File: config.mk
export PLATFORM = sky130hd
export DESIGN_NAME = trw_top
export DESIGN_NICKNAME = d
export VERILOG_FILES = /design/src/design/trw_pkg.sv /design/src/design/trw_top.sv
export VERILOG_INCLUDE_DIRS = /design/src /design/src/design
export SDC_FILE = /design/constraint.sdc
export NUM_CORES = 1
export LEC_CHECK = 0
export BUFFER_PORTS_ARGS = -buffer_cell sky130_fd_sc_hd__buf_4
export CAP_MARGIN = 20
export CORE_MARGIN = 1
export CORE_UTILIZATION = 35
export DETAILED_ROUTE_END_ITERATION = 8
export PLACE_DENSITY_LB_ADDON = 0.2
export SLEW_MARGIN = 5
export SYNTH_ARGS = -nofsm -noshare
export SYNTH_HDL_FRONTEND = slang
export SYNTH_SLANG_ARGS = --single-unit
File: constraint.sdc
create_clock -name core_clk -period 4.75 [get_ports core_clk]
set_clock_uncertainty 0.1 [all_clocks]
set_input_delay 0.95 -clock core_clk [delete_from_list [all_inputs] [get_ports core_clk]]
set_output_delay 0.95 -clock core_clk [all_outputs]
set_load 0.02 [all_outputs]
File: src/design/trw_cfg.svh
`ifndef TRW_CFG_SVH
`define TRW_CFG_SVH
// Register offsets
`define TRW_A_CSC   8'h80
`define TRW_A_SYS   8'ha1
`define TRW_A_WSF   8'haf
`define TRW_A_WES   8'hc7
`define TRW_A_WCTL  8'hc9
// Reset values
`define TRW_RST_REG 8'h00
// Field positions
`define TRW_WCTL_NORST 0
`define TRW_WCTL_P0EN  1
`define TRW_WCTL_PLS   2
`define TRW_SYS_UP     0
`define TRW_SYS_DOWN   1
`define TRW_SYS_TP     2
`define TRW_SYS_IO     3
`define TRW_SYS_L1     5
`define TRW_WSF_PLS    3
`define TRW_CSC_SLO    1
`define TRW_CSC_SHI    2
`define TRW_CSC_CKA    5
`define TRW_CSC_CKB    6
// Timing
`define TRW_CLK_KHZ    200000
`define TRW_HARD_MS    5
`define TRW_HARD_CYC   (`TRW_HARD_MS * `TRW_CLK_KHZ)
`define TRW_PIN_HOLD   4
`define TRW_L2_HOLD    8
`define TRW_L3_HOLD    1
`define TRW_WDT_RC     8
`define TRW_WAKE_FILT  4
`endif

File: src/design/trw_pkg.sv
package trw_pkg;
    typedef struct packed {
        logic       wr;
        logic       rd;
        logic [7:0] addr;
        logic [7:0] wdata;
    } trw_sfr_req_t;

    typedef enum logic [1:0] {
        TRW_NONE = 2'b00,
        TRW_L1   = 2'b01,
        TRW_L2   = 2'b10,
        TRW_L3   = 2'b11
    } trw_lvl_t;

    typedef enum logic [1:0] {
        TRW_RUN   = 2'b00,
        TRW_LIGHT = 2'b01,
        TRW_DEEP  = 2'b10
    } trw_mode_t;
endpackage : trw_pkg

File: src/design/trw_top.sv
`timescale 1ns/1ps
`include "trw_cfg.svh"
// Summary of operation
// - Debug reset resets core, interrupts, timers, serial
// - Level 2 resets control registers plus level 3
// - Level 1 resets flags, state, plus level 2
// - Reset domains nest strictly by tier
// - Calibration, RAM and info area never reset
// - Debug reset only while debug select low
// - Level 2 event wakes and resets by default
// - Wake-no-reset bit wakes without reset
// - Resume clears sleep selects and clock flags
// - Supply restoration on rise or after level 1
// - Supply restoration holds reset 8 cycles
// - Pins 3,4 need port0 wake enable
// - Pin levels must last over 4 cycles
// - Edge select picks active wake edge
// - Pin wake sets IO flag, plus pin flag on pins 1,3,4
// - Pin wake resets by default
// - Timer wakes only from light sleep
// - Timer wake sets flag, clears pulse flag
// - Timer wake holds reset 8 cycles
// - Pulse wake needs enables latched at entry
// - Pulse wake sets both flags
// - Pulse wake resets unless wake-no-reset
// - Hard pin low over 5 ms, 4 cycles after
// - Level 1 sets level-1 flag
// - Watchdog reset lasts 8 RC ticks
// - Debug mode masks POR/WDT and sleep
module trw_top #(
    parameter int unsigned HARD_CYC = `TRW_HARD_CYC
) (
    input  wire logic                  core_clk,
    input  wire logic                  arst_n,
    input  wire trw_pkg::trw_sfr_req_t sfr_req,
    output logic [7:0]                 sfr_rdata,
    input  wire logic                  hard_reset_pin_n,
    input  wire logic                  debug_select_pin,
    input  wire logic                  debug_reset_instr,
    input  wire logic                  por_bor_event,
    input  wire logic                  wdt_overflow,
    input  wire logic                  rc_tick,
    input  wire logic                  supply_above_hi,
    input  wire logic                  supply_below_lo,
    input  wire logic [3:0]            wake_pin,
    input  wire logic [3:0]            wake_pin_in_en,
    input  wire logic                  rtc_wake,
    input  wire logic                  energy_pulse,
    input  wire logic [1:0]            pulse_out_enable,
    output logic                       rst_l1_n,
    output logic                       rst_l2_n,
    output logic                       rst_l3_n,
    output logic                       light_sleep,
    output logic                       deep_sleep,
    output logic                       wake_resume,
    output logic [7:0]                 clock_switch_control
);
    localparam int HW = $clog2(HARD_CYC + 2);

    function automatic trw_pkg::trw_lvl_t max_lvl(input trw_pkg::trw_lvl_t a,
                                                  input trw_pkg::trw_lvl_t b);
        if (a == trw_pkg::TRW_NONE) return b;
        if (b == trw_pkg::TRW_NONE) return a;
        return (a < b) ? a : b;
    endfunction : max_lvl

    function automatic logic [3:0] max_cnt(input logic [3:0] a, input logic [3:0] b);
        return (a > b) ? a : b;
    endfunction : max_cnt

    // Reset release synchroniser
    logic [1:0] rsync_q;
    logic       rst_n;
    always_ff @(posedge core_clk or negedge arst_n) begin
        if (!arst_n) begin
            rsync_q <= 2'b00;
        end else begin
            rsync_q <= {rsync_q[0], 1'b1};
        end
    end
    assign rst_n = rsync_q[1];

    // Hard reset pin: low must outlast the qualification count
    logic [HW-1:0] hp_cnt_q, hp_cnt_d;
    logic          hp_act_q, hp_act_d;
    always_comb begin
        hp_cnt_d = hp_cnt_q;
        hp_act_d = hp_act_q;
        if (hard_reset_pin_n) begin
            hp_cnt_d = '0;
            hp_act_d = 1'b0;
        end else if (hp_cnt_q > HW'(HARD_CYC)) begin
            hp_act_d = 1'b1;
        end else begin
            hp_cnt_d = hp_cnt_q + 1'b1;
        end
    end
    always_ff @(posedge core_clk or negedge rst_n) begin
        if (!rst_n) begin
            hp_cnt_q <= '0;
            hp_act_q <= 1'b0;
        end else begin
            hp_cnt_q <= hp_cnt_d;
            hp_act_q <= hp_act_d;
        end
    end

    trw_pkg::trw_lvl_t  lvl_q, lvl_d;
    trw_pkg::trw_mode_t mode_q, mode_d;
    logic [7:0] csc_q, csc_d, wes_q, wes_d, wctl_q, wctl_d;
    logic [7:0] sys_q, sys_d, wsf_q, wsf_d, rdata_q, rdata_d;
    logic [3:0] pin_edge, pin_hit;
    logic       dbg, sleeping;
    assign dbg      = ~debug_select_pin;
    assign sleeping = (mode_q != trw_pkg::TRW_RUN);

    // Wake pin filters: a new level counts only after it has stood
    // for more than the filter count, so both sides of an edge qualify
    for (genvar i = 0; i < 4; i++) begin : g_pin
        logic [2:0] cnt_q, cnt_d;
        logic       flt_q, flt_d;
        always_comb begin
            cnt_d = cnt_q;
            flt_d = flt_q;
            if (wake_pin[i] == flt_q) begin
                cnt_d = '0;
            end else if (cnt_q == 3'(`TRW_WAKE_FILT)) begin
                flt_d = wake_pin[i];
                cnt_d = '0;
            end else begin
                cnt_d = cnt_q + 3'h1;
            end
        end
        always_ff @(posedge core_clk or negedge rst_n) begin
            if (!rst_n) begin
                cnt_q <= '0;
                flt_q <= 1'b0;
            end else begin
                cnt_q <= cnt_d;
                flt_q <= flt_d;
            end
        end
        // Edge select bit 1 picks rising, 0 falling
        assign pin_edge[i] = (flt_d != flt_q) && (flt_d == wes_q[i]);
    end

    // Enables latched at sleep entry
    logic [3:0] en_q, en_d;
    logic       pls_en_q, pls_en_d, sup_low_q, sup_low_d, aft_l1_q, aft_l1_d;
    logic       sup_ev, tmr_ev, pls_ev, l1_ev, l3_ev, l2_any, l2_rst_ev, wake_nr;

    assign pin_hit = pin_edge & en_q & {{2{wctl_q[`TRW_WCTL_P0EN]}}, 2'b11}
                     & {4{sleeping}};
    assign tmr_ev  = rtc_wake && mode_q == trw_pkg::TRW_LIGHT;
    assign pls_ev  = energy_pulse && mode_q == trw_pkg::TRW_LIGHT && pls_en_q;
    // A sleeping part that enters debug mode restores at once
    assign sup_ev  = (lvl_q != trw_pkg::TRW_L1)
                     && ((supply_above_hi && (sup_low_q || aft_l1_q))
                         || (dbg && sleeping));
    assign l1_ev     = hp_act_q || (!dbg && (por_bor_event || wdt_overflow));
    assign l3_ev     = dbg && debug_reset_instr;
    assign l2_any    = sup_ev || (|pin_hit) || tmr_ev || pls_ev;
    assign l2_rst_ev = l2_any && !wctl_q[`TRW_WCTL_NORST];
    assign wake_nr   = l2_any && wctl_q[`TRW_WCTL_NORST] && sleeping;

    // Reset sequencer
    logic [3:0] cnt_q, cnt_d, rcc_q, rcc_d;
    logic [2:0] hard_reset_pin_n_q, hard_reset_pin_n_d;
    always_comb begin
        lvl_d = lvl_q;
        cnt_d = cnt_q;
        rcc_d = rcc_q;
        if (cnt_q != 4'h0) begin
            cnt_d = cnt_q - 4'h1;
        end
        if (rcc_q != 4'h0 && rc_tick) begin
            rcc_d = rcc_q - 4'h1;
        end
        if (cnt_q == 4'h0 && rcc_q == 4'h0 && !hp_act_q) begin
            lvl_d = trw_pkg::TRW_NONE;
        end
        if (l3_ev) begin
            lvl_d = max_lvl(lvl_d, trw_pkg::TRW_L3);
            cnt_d = max_cnt(cnt_d, 4'(`TRW_L3_HOLD - 1));
        end
        if (l2_rst_ev) begin
            lvl_d = max_lvl(lvl_d, trw_pkg::TRW_L2);
            cnt_d = max_cnt(cnt_d, 4'(`TRW_L2_HOLD - 1));
        end
        if (l1_ev) begin
            lvl_d = trw_pkg::TRW_L1;
            cnt_d = max_cnt(cnt_d, 4'(`TRW_PIN_HOLD - 1));
            if (!dbg && wdt_overflow) begin
                rcc_d = max_cnt(rcc_d, 4'(`TRW_WDT_RC));
            end
        end
        // Nested domain resets
        hard_reset_pin_n_d[0] = (lvl_d != trw_pkg::TRW_L1);
        hard_reset_pin_n_d[1] = hard_reset_pin_n_d[0] && (lvl_d != trw_pkg::TRW_L2);
        hard_reset_pin_n_d[2] = (lvl_d == trw_pkg::TRW_NONE);
    end
    always_ff @(posedge core_clk or negedge rst_n) begin
        if (!rst_n) begin
            lvl_q  <= trw_pkg::TRW_L1;
            cnt_q  <= 4'(`TRW_PIN_HOLD - 1);
            rcc_q  <= 4'h0;
            hard_reset_pin_n_q <= 3'b000;
        end else begin
            lvl_q  <= lvl_d;
            cnt_q  <= cnt_d;
            rcc_q  <= rcc_d;
            hard_reset_pin_n_q <= hard_reset_pin_n_d;
        end
    end

    // Power mode
    logic wres_q, wres_d;
    always_comb begin
        mode_d   = mode_q;
        en_d     = en_q;
        pls_en_d = pls_en_q;
        wres_d   = 1'b0;
        case (mode_q)
            trw_pkg::TRW_RUN: begin
                // No sleep in debug mode
                if (!dbg && lvl_q == trw_pkg::TRW_NONE) begin
                    en_d     = wake_pin_in_en;
                    pls_en_d = (|pulse_out_enable) && wctl_q[`TRW_WCTL_PLS];
                    if (csc_q[`TRW_CSC_SHI]) begin
                        mode_d = trw_pkg::TRW_DEEP;
                    end else if (csc_q[`TRW_CSC_SLO]) begin
                        mode_d = trw_pkg::TRW_LIGHT;
                    end
                end
            end
            trw_pkg::TRW_LIGHT, trw_pkg::TRW_DEEP: begin
                if (l2_any) begin
                    mode_d = trw_pkg::TRW_RUN;
                    wres_d = wake_nr;
                end
            end
            default: begin
                mode_d = trw_pkg::TRW_RUN;
            end
        endcase
        if (lvl_q == trw_pkg::TRW_L1 || lvl_q == trw_pkg::TRW_L2) begin
            mode_d = trw_pkg::TRW_RUN;
        end
        if (l1_ev || l3_ev) begin
            wres_d = 1'b0;
        end
    end
    always_ff @(posedge core_clk or negedge rst_n) begin
        if (!rst_n) begin
            mode_q   <= trw_pkg::TRW_RUN;
            en_q     <= 4'h0;
            pls_en_q <= 1'b0;
            wres_q   <= 1'b0;
        end else begin
            mode_q   <= mode_d;
            en_q     <= en_d;
            pls_en_q <= pls_en_d;
            wres_q   <= wres_d;
        end
    end

    // Registers and supply tracking. Calibration, timing, RAM and
    // info area live elsewhere and see none of these resets.
    always_comb begin
        csc_d     = csc_q;
        wes_d     = wes_q;
        wctl_d    = wctl_q;
        sys_d     = sys_q;
        wsf_d     = wsf_q;
        rdata_d   = rdata_q;
        sup_low_d = sup_low_q || supply_below_lo;
        aft_l1_d  = aft_l1_q;
        if (sup_ev) begin
            sup_low_d = 1'b0;
            aft_l1_d  = 1'b0;
        end
        if (sfr_req.wr) begin
            case (sfr_req.addr)
                `TRW_A_CSC:  csc_d  = sfr_req.wdata;
                `TRW_A_WES:  wes_d  = sfr_req.wdata;
                `TRW_A_WCTL: wctl_d = sfr_req.wdata;
                default: ;
            endcase
        end
        if (wake_nr && !l1_ev && !l3_ev) begin
            csc_d[`TRW_CSC_SHI:`TRW_CSC_SLO] = 2'b00;
            csc_d[`TRW_CSC_CKB:`TRW_CSC_CKA] = 2'b00;
        end
        if (|pin_hit) begin
            sys_d[`TRW_SYS_IO] = 1'b1;
            wsf_d[0] = wsf_q[0] | pin_hit[0];
            wsf_d[1] = wsf_q[1] | pin_hit[2];
            wsf_d[2] = wsf_q[2] | pin_hit[3];
        end
        if (tmr_ev) begin
            sys_d[`TRW_SYS_TP]  = 1'b1;
            wsf_d[`TRW_WSF_PLS] = 1'b0;
        end
        if (pls_ev) begin
            sys_d[`TRW_SYS_TP]  = 1'b1;
            wsf_d[`TRW_WSF_PLS] = 1'b1;
        end
        if (l2_rst_ev || l3_ev) begin
            sys_d[`TRW_SYS_L1] = 1'b0;
        end
        sys_d[`TRW_SYS_UP]   = supply_above_hi;
        sys_d[`TRW_SYS_DOWN] = supply_below_lo;
        if (lvl_q == trw_pkg::TRW_L1 || lvl_q == trw_pkg::TRW_L2) begin
            csc_d  = `TRW_RST_REG;
            wes_d  = `TRW_RST_REG;
            wctl_d = `TRW_RST_REG;
        end
        if (lvl_q == trw_pkg::TRW_L1) begin
            sys_d              = `TRW_RST_REG;
            wsf_d              = `TRW_RST_REG;
            sys_d[`TRW_SYS_L1] = 1'b1;
            aft_l1_d           = 1'b1;
        end
        if (sfr_req.rd) begin
            case (sfr_req.addr)
                `TRW_A_CSC:  rdata_d = csc_q;
                `TRW_A_SYS:  rdata_d = sys_q;
                `TRW_A_WSF:  rdata_d = wsf_q;
                `TRW_A_WES:  rdata_d = wes_q;
                `TRW_A_WCTL: rdata_d = wctl_q;
                default:     rdata_d = 8'h00;
            endcase
        end
    end
    always_ff @(posedge core_clk or negedge rst_n) begin
        if (!rst_n) begin
            csc_q     <= `TRW_RST_REG;
            wes_q     <= `TRW_RST_REG;
            wctl_q    <= `TRW_RST_REG;
            sys_q     <= `TRW_RST_REG;
            wsf_q     <= `TRW_RST_REG;
            rdata_q   <= 8'h00;
            sup_low_q <= 1'b0;
            aft_l1_q  <= 1'b0;
        end else begin
            csc_q     <= csc_d;
            wes_q     <= wes_d;
            wctl_q    <= wctl_d;
            sys_q     <= sys_d;
            wsf_q     <= wsf_d;
            rdata_q   <= rdata_d;
            sup_low_q <= sup_low_d;
            aft_l1_q  <= aft_l1_d;
        end
    end

    assign sfr_rdata            = rdata_q;
    assign rst_l1_n             = hard_reset_pin_n_q[0];
    assign rst_l2_n             = hard_reset_pin_n_q[1];
    assign rst_l3_n             = hard_reset_pin_n_q[2];
    assign light_sleep          = mode_q[0];
    assign deep_sleep           = mode_q[1];
    assign wake_resume          = wres_q;
    assign clock_switch_control = csc_q;
endmodule : trw_top

Yosys cells after proc, flatten, opt, wreduce, memory -nomap -nowiden
Cells that the tools add are included.
Word-level totals
  bits in registers: 103
  bits in latches: 0
  memory bits (writable): 0
  bits in read-only memories: 0
  input port bits: 40
  output and inout port bits: 22
  memories: 0
Operators by class
  $add $sub $neg: 7
  multipliers: 0
  div/mod/pow operators: 0
  $lt $le $gt $ge: 7
  equal/unequal tests: 32
  shifts and indexed selects: 0
  mux-type cells: 78
  bitwise gates (word level): 7
  reduce and logical (&&, ||, !) cells: 69
Operators by type and width (count)
  8-bit 2-to-1 mux: 9
  4-bit 2-to-1 mux: 12
  8-bit equality test, second input constant: 5
  20-bit 2-to-1 mux: 2
  8-bit case mux with 5 select lines: 1
  2-bit 2-to-1 mux: 17
  3-bit 2-to-1 mux: 9
  1-bit 2-to-1 mux: 26
  1-bit logical AND: 24
  20-bit by 1-bit adder with 20-bit output, second input constant: 1
  20-bit > comparator, second input constant: 1
  2-bit nonzero test: 9
  3-bit by 1-bit adder with 3-bit output, second input constant: 4
  4-bit bitwise AND: 3
  3-bit equality test, second input constant: 4
  1-bit logical OR: 11
  2-bit logical NOT: 5
  2-bit AND reduction: 5
  3-bit nonzero test: 3
  1-bit equality test: 8
  4-bit logical NOT: 2
  4-bit nonzero test: 2
  4-bit by 1-bit subtractor with 4-bit output, second input constant: 2
  6-bit 2-to-1 mux: 1
  19 further kinds: 34

Depth between registers and ports, before layout
  depth after elaboration: 19
  depth in mapped cells: 10
  mapped depth without buffers: 9

Worst setup path after synthesis
Ideal clock, no wire load.
  kind: input-to-reg
  start point: input wake_pin[0]
  end point: register hard_reset_pin_n_q[1]
  data arrival time: 2606 ps
  required time: 4524 ps
  slack: 1918 ps
  cell stages on the path: 6
  buffers on the path: 0
  cell sequence: or3b_2 > a2111oi_2 > a2111oi_2 > a211oi_1 > o21ai_0 > ha_1
On the way
  cells in the longest elaborated chain, start to end: 16
  elaborated cells between the ends (all ways): 19
Ends and longest elaborated chain
  start: declaration: line trw_top.sv:45  | input wire logic [3:0] wake_pin,
  1-bit 2-to-1 mux / 1-bit equality test (equally long branches): line trw_top.sv:127, trw_top.sv:125
  1-bit 2-to-1 mux *: line trw_top.sv:125  | if (wake_pin[i] == flt_q) begin
  1-bit inequality test / 1-bit equality test (equally long branches): line trw_top.sv:144  | assign pin_edge[i] = (flt_d != flt_q) && (flt_d == wes_q[i]);
  1-bit logical AND *: line trw_top.sv:144
  4-bit bitwise AND * (3 in series): line trw_top.sv:152  | assign pin_hit = pin_edge & en_q & {{2{wctl_q[`TRW_WCTL_P0EN]}}, 2'b11}
  4-bit OR reduction *: line trw_top.sv:162  | assign l2_any = sup_ev || (|pin_hit) || tmr_ev || pls_ev;
  1-bit logical OR * (3 in series): line trw_top.sv:162
  1-bit logical AND *: line trw_top.sv:163  | assign l2_rst_ev = l2_any && !wctl_q[`TRW_WCTL_NORST];
  2-bit 2-to-1 mux *: line trw_top.sv:186  | if (l2_rst_ev) begin
  2-bit 2-to-1 mux *: line trw_top.sv:190  | if (l1_ev) begin
  net lvl_d[0]: line trw_top.sv:108  | trw_pkg::trw_lvl_t lvl_q, lvl_d;
  2-bit by 1-bit inequality test with 1-bit output / 2-bit inequality test (equally long branches): line trw_top.sv:198, trw_top.sv:199
  1-bit logical AND *: line trw_top.sv:199  | hard_reset_pin_n_d[1] = hard_reset_pin_n_d[0] && (lvl_d != trw_pkg::TRW_L2);
  net hard_reset_pin_n_d[1]: line trw_top.sv:168  | logic [2:0] hard_reset_pin_n_q, hard_reset_pin_n_d;
  end signal: assignment: line trw_top.sv:212  | hard_reset_pin_n_q <= hard_reset_pin_n_d;
  end: declaration: line trw_top.sv:168
The timed path passes the listed nets; every way through them passes the cells marked *.
A chain may end at the register's enable or synchronous reset.

Worst setup path in the final report
  start point: input wake_pin[2]
  end point: register hard_reset_pin_n_q[1]
Same word-level chain as after synthesis.

==> qor.yml <==
run_status: "completed"
syn_inst: 526
ys_seq_area_frac: 0.504
cp-start-kind: "input pin"
ys.warnings.count: 0
start_util: 0.363
vias: 4159
synth_nets: 584
synth_cell_types: 58
antenna_cells: 0
coreArea_um2: 14100
worstPathCellList: "buf_4 -> or3b_2 -> a211oi_1 -> a2111oi_2 -> a211oi_1 -> o21ai_0 -> ha_1"
nNetsFinal: 643
grt_pass1_vias: 4046
setup_viol_count_final: 0
drive_gt1_frac: 0.186
power_mw: 2.27
syn_area_um2: 5120
ys.flop_type: "dfrtp_1"
viasPerCell: 5.40
hold_viol_final: 0
synth.avg_cell_area_um2: 9.74
p_leak_nw: 2.54
fp-row-count: 43
hpwl_um: 8960
critical_path_class: "in2reg"
final_area_um2: 6080
max_stage_delay_ns: 0.47
drc: 0
cts_hold_buf: 0
grtUsageTotal: 0.175
period_share: 0.594
p_per_area_nw_per_um2: 373
clk_pin_slew_ns: 0.07
area_growth_pct: 18.6
worst_pin_slew_ns: 0.886
dieWidth_um: 123
wl_per_cell_um: 16.1
cp-end-kind: "register"
maxCapViolations: 0
io_buffers: 61
cts_buffers: 9
cts_setup_buffers: 0
final_common_cell: "dfrtp_1"
clock_path_buffers: 2
cts_root_buf: "clkbuf_16"
cp_slowest_cell: "a211oi_1"
setup_tns_ns: 0
fin_crit_ns: 2.82
rsz0062_at_grt: "no"
gr-total-overflow: 0
htreeDepth: 3
dpl_cell_area_um2: 5770
cts_tree: "built"
cts.repair.resized: 0
clkSinkCount: 103
ant_nets: 0
critPathMaxFanout: 5
required_ns: 4.88
synth-seq-cells: 103
antenna_found_initial: 0
grt_pass1_wl_um: 20400
hold_class: "reg2reg"
worst_path_most_repeated_cell: "a211oi_1"
worst_hold_slack_ns: 0.255
drv_slew: 0
slew_headroom: 0.404
gp_congestion: 0.784
dieHeight_um: 123
layout_common_cells: "dfrtp_1, buf_4, nand2_1"
synth_edf_count: 0
cp_data_arrival_time_ns: 2.96
drt_iter0_drc: 257
vdd_drop_max_v: 0.000161
die-area_um2: 15100
ioPinCount: 62
clk_latency_ns: 0.35
grt_max_degree: 52
firstDrtPassIters: 5
fmax_mhz: 354
routed_wl_um: 12400
ys_async_sr_fraction: 1.00
[power by group]
part,leakage [nW],switching [mW],internal [mW]
combinational,1.04,0.213,0.208
clock,0.145,0.328,0.439
sequential,1.36,0.0893,0.990
total,2.54,0.630,1.64
[cell families after synthesis]
| logic type | share of synthesized area |
|---|---|
| simple gates | 0.208 |
| mux | 0.0318 |
| fa+ha+maj | 0.0440 |
| other cells | 0.000732 |
| compound gates | 0.157 |
| buf+inv | 0.0384 |
| flops | 0.504 |
| xor+xnor | 0.0154 |
[synthesized netlist by cell type, types with 3 or more instances]
| cell type | instances | area, um^2 |
|---|---|---|
| o21a_1 | 4 | 30.0 |
| a222oi_1 | 7 | 70.1 |
| buf_2 | 4 | 20.0 |
| and3_1 | 5 | 31.3 |
| nor2_1 | 49 | 184 |
| or3b_2 | 5 | 43.8 |
| nand3_1 | 33 | 165 |
| or4_1 | 5 | 37.5 |
| nor2b_1 | 4 | 25.0 |
| nor3_1 | 6 | 30.0 |
| mux2i_1 | 5 | 50.1 |
| inv_1 | 33 | 124 |
| nand2b_1 | 5 | 31.3 |
| xnor2_1 | 8 | 70.1 |
| clkbuf_1 | 11 | 41.3 |
| nand4_1 | 6 | 37.5 |
| nand2_1 | 53 | 199 |
| nand4b_1 | 3 | 26.3 |
| mux2_2 | 10 | 113 |
| a21oi_1 | 52 | 260 |
| dfstp_2 | 3 | 78.8 |
| a31oi_1 | 7 | 43.8 |
| o31ai_1 | 5 | 37.5 |
| a22oi_1 | 7 | 52.6 |
| or3_1 | 12 | 75.1 |
| a211oi_1 | 8 | 60.1 |
| ha_1 | 18 | 225 |
| o21ai_0 | 15 | 75.1 |
| nand3b_1 | 6 | 45.0 |
| dfrtp_1 | 100 | 2500 |
[through the flow]
step	utilization	setup WS, ns	std cells
detailed placement	0.409	1.56	754
global route	0.431	1.74	770
CTS	0.431	1.92	770
finish	0.431	1.93	770
floorplan	-	1.57	526
global placement	0.409	1.62	754
[layer usage]
layer | share of wire | vias up | routed length (um) | global-route usage
li1 | - | 2007 | - | -
met1 | 0.45 | 2056 | 5570 | 0.227
met2 | 0.50 | 82 | 6160 | 0.292
met3 | 0.043 | 14 | 530 | 0.0434
met4 | 0.014 | 0 | 173 | 0.0457
met5 | 0 | - | 0 | 0
[sequential cells by signal, indices dropped and copies added (netlist names), 4 cells and up]
register              cells
wes_q                     8
hp_cnt_q                 20
wsf_q                     4
cnt_q                     4
sfr_rdata                 8
clock_switch_control      8
wctl_q                    8
rcc_q                     4
g_pin.cnt_q              12
en_q                      4
g_pin.flt_q               4
sys_q                     5
[final timing paths]
check / start / end / slack, ns / cells after the start
worst max register to register: rcc_q[0]$_DFF_PN0_ / hard_reset_pin_n_q[1]$_DFF_PN0_ / 2.02 / 8
worst min-delay path: rsync_q[0]$_DFF_PN0_ / rsync_q[1]$_DFF_PN0_ / 0.25 / 0
max in group asynchronous: rsync_q[1]$_DFF_PN0_ / sfr_rdata[2]$_DFFE_PN0P_ / 3.13 / 1
worst max-delay path: wake_pin[2] / hard_reset_pin_n_q[1]$_DFF_PN0_ / 1.93 / 7
worst min register to register: rsync_q[0]$_DFF_PN0_ / rsync_q[1]$_DFF_PN0_ / 0.25 / 0
min in group asynchronous: arst_n / rsync_q[1]$_DFF_PN0_ / 0.27 / 1
[worst max-delay path: cells and delay by family]
family / cells / cell delay (ns)
compound gates: 4 / 1.11
fa+ha+maj: 1 / 0.31
buf+inv: 1 / 0.12
simple gates: 1 / 0.45
[area by class of cell]
type | instances | area, um^2
timing repair buffer | 65 | 488
fill | 1420 | 8020
tap | 180 | 225
clock inverter | 4 | 53.8
multi-input combinational | 373 | 2340
inverter | 33 | 124
sequential | 103 | 2580
clock buffer | 12 | 256
Note: power is estimated with default switching activity, not from simulation.
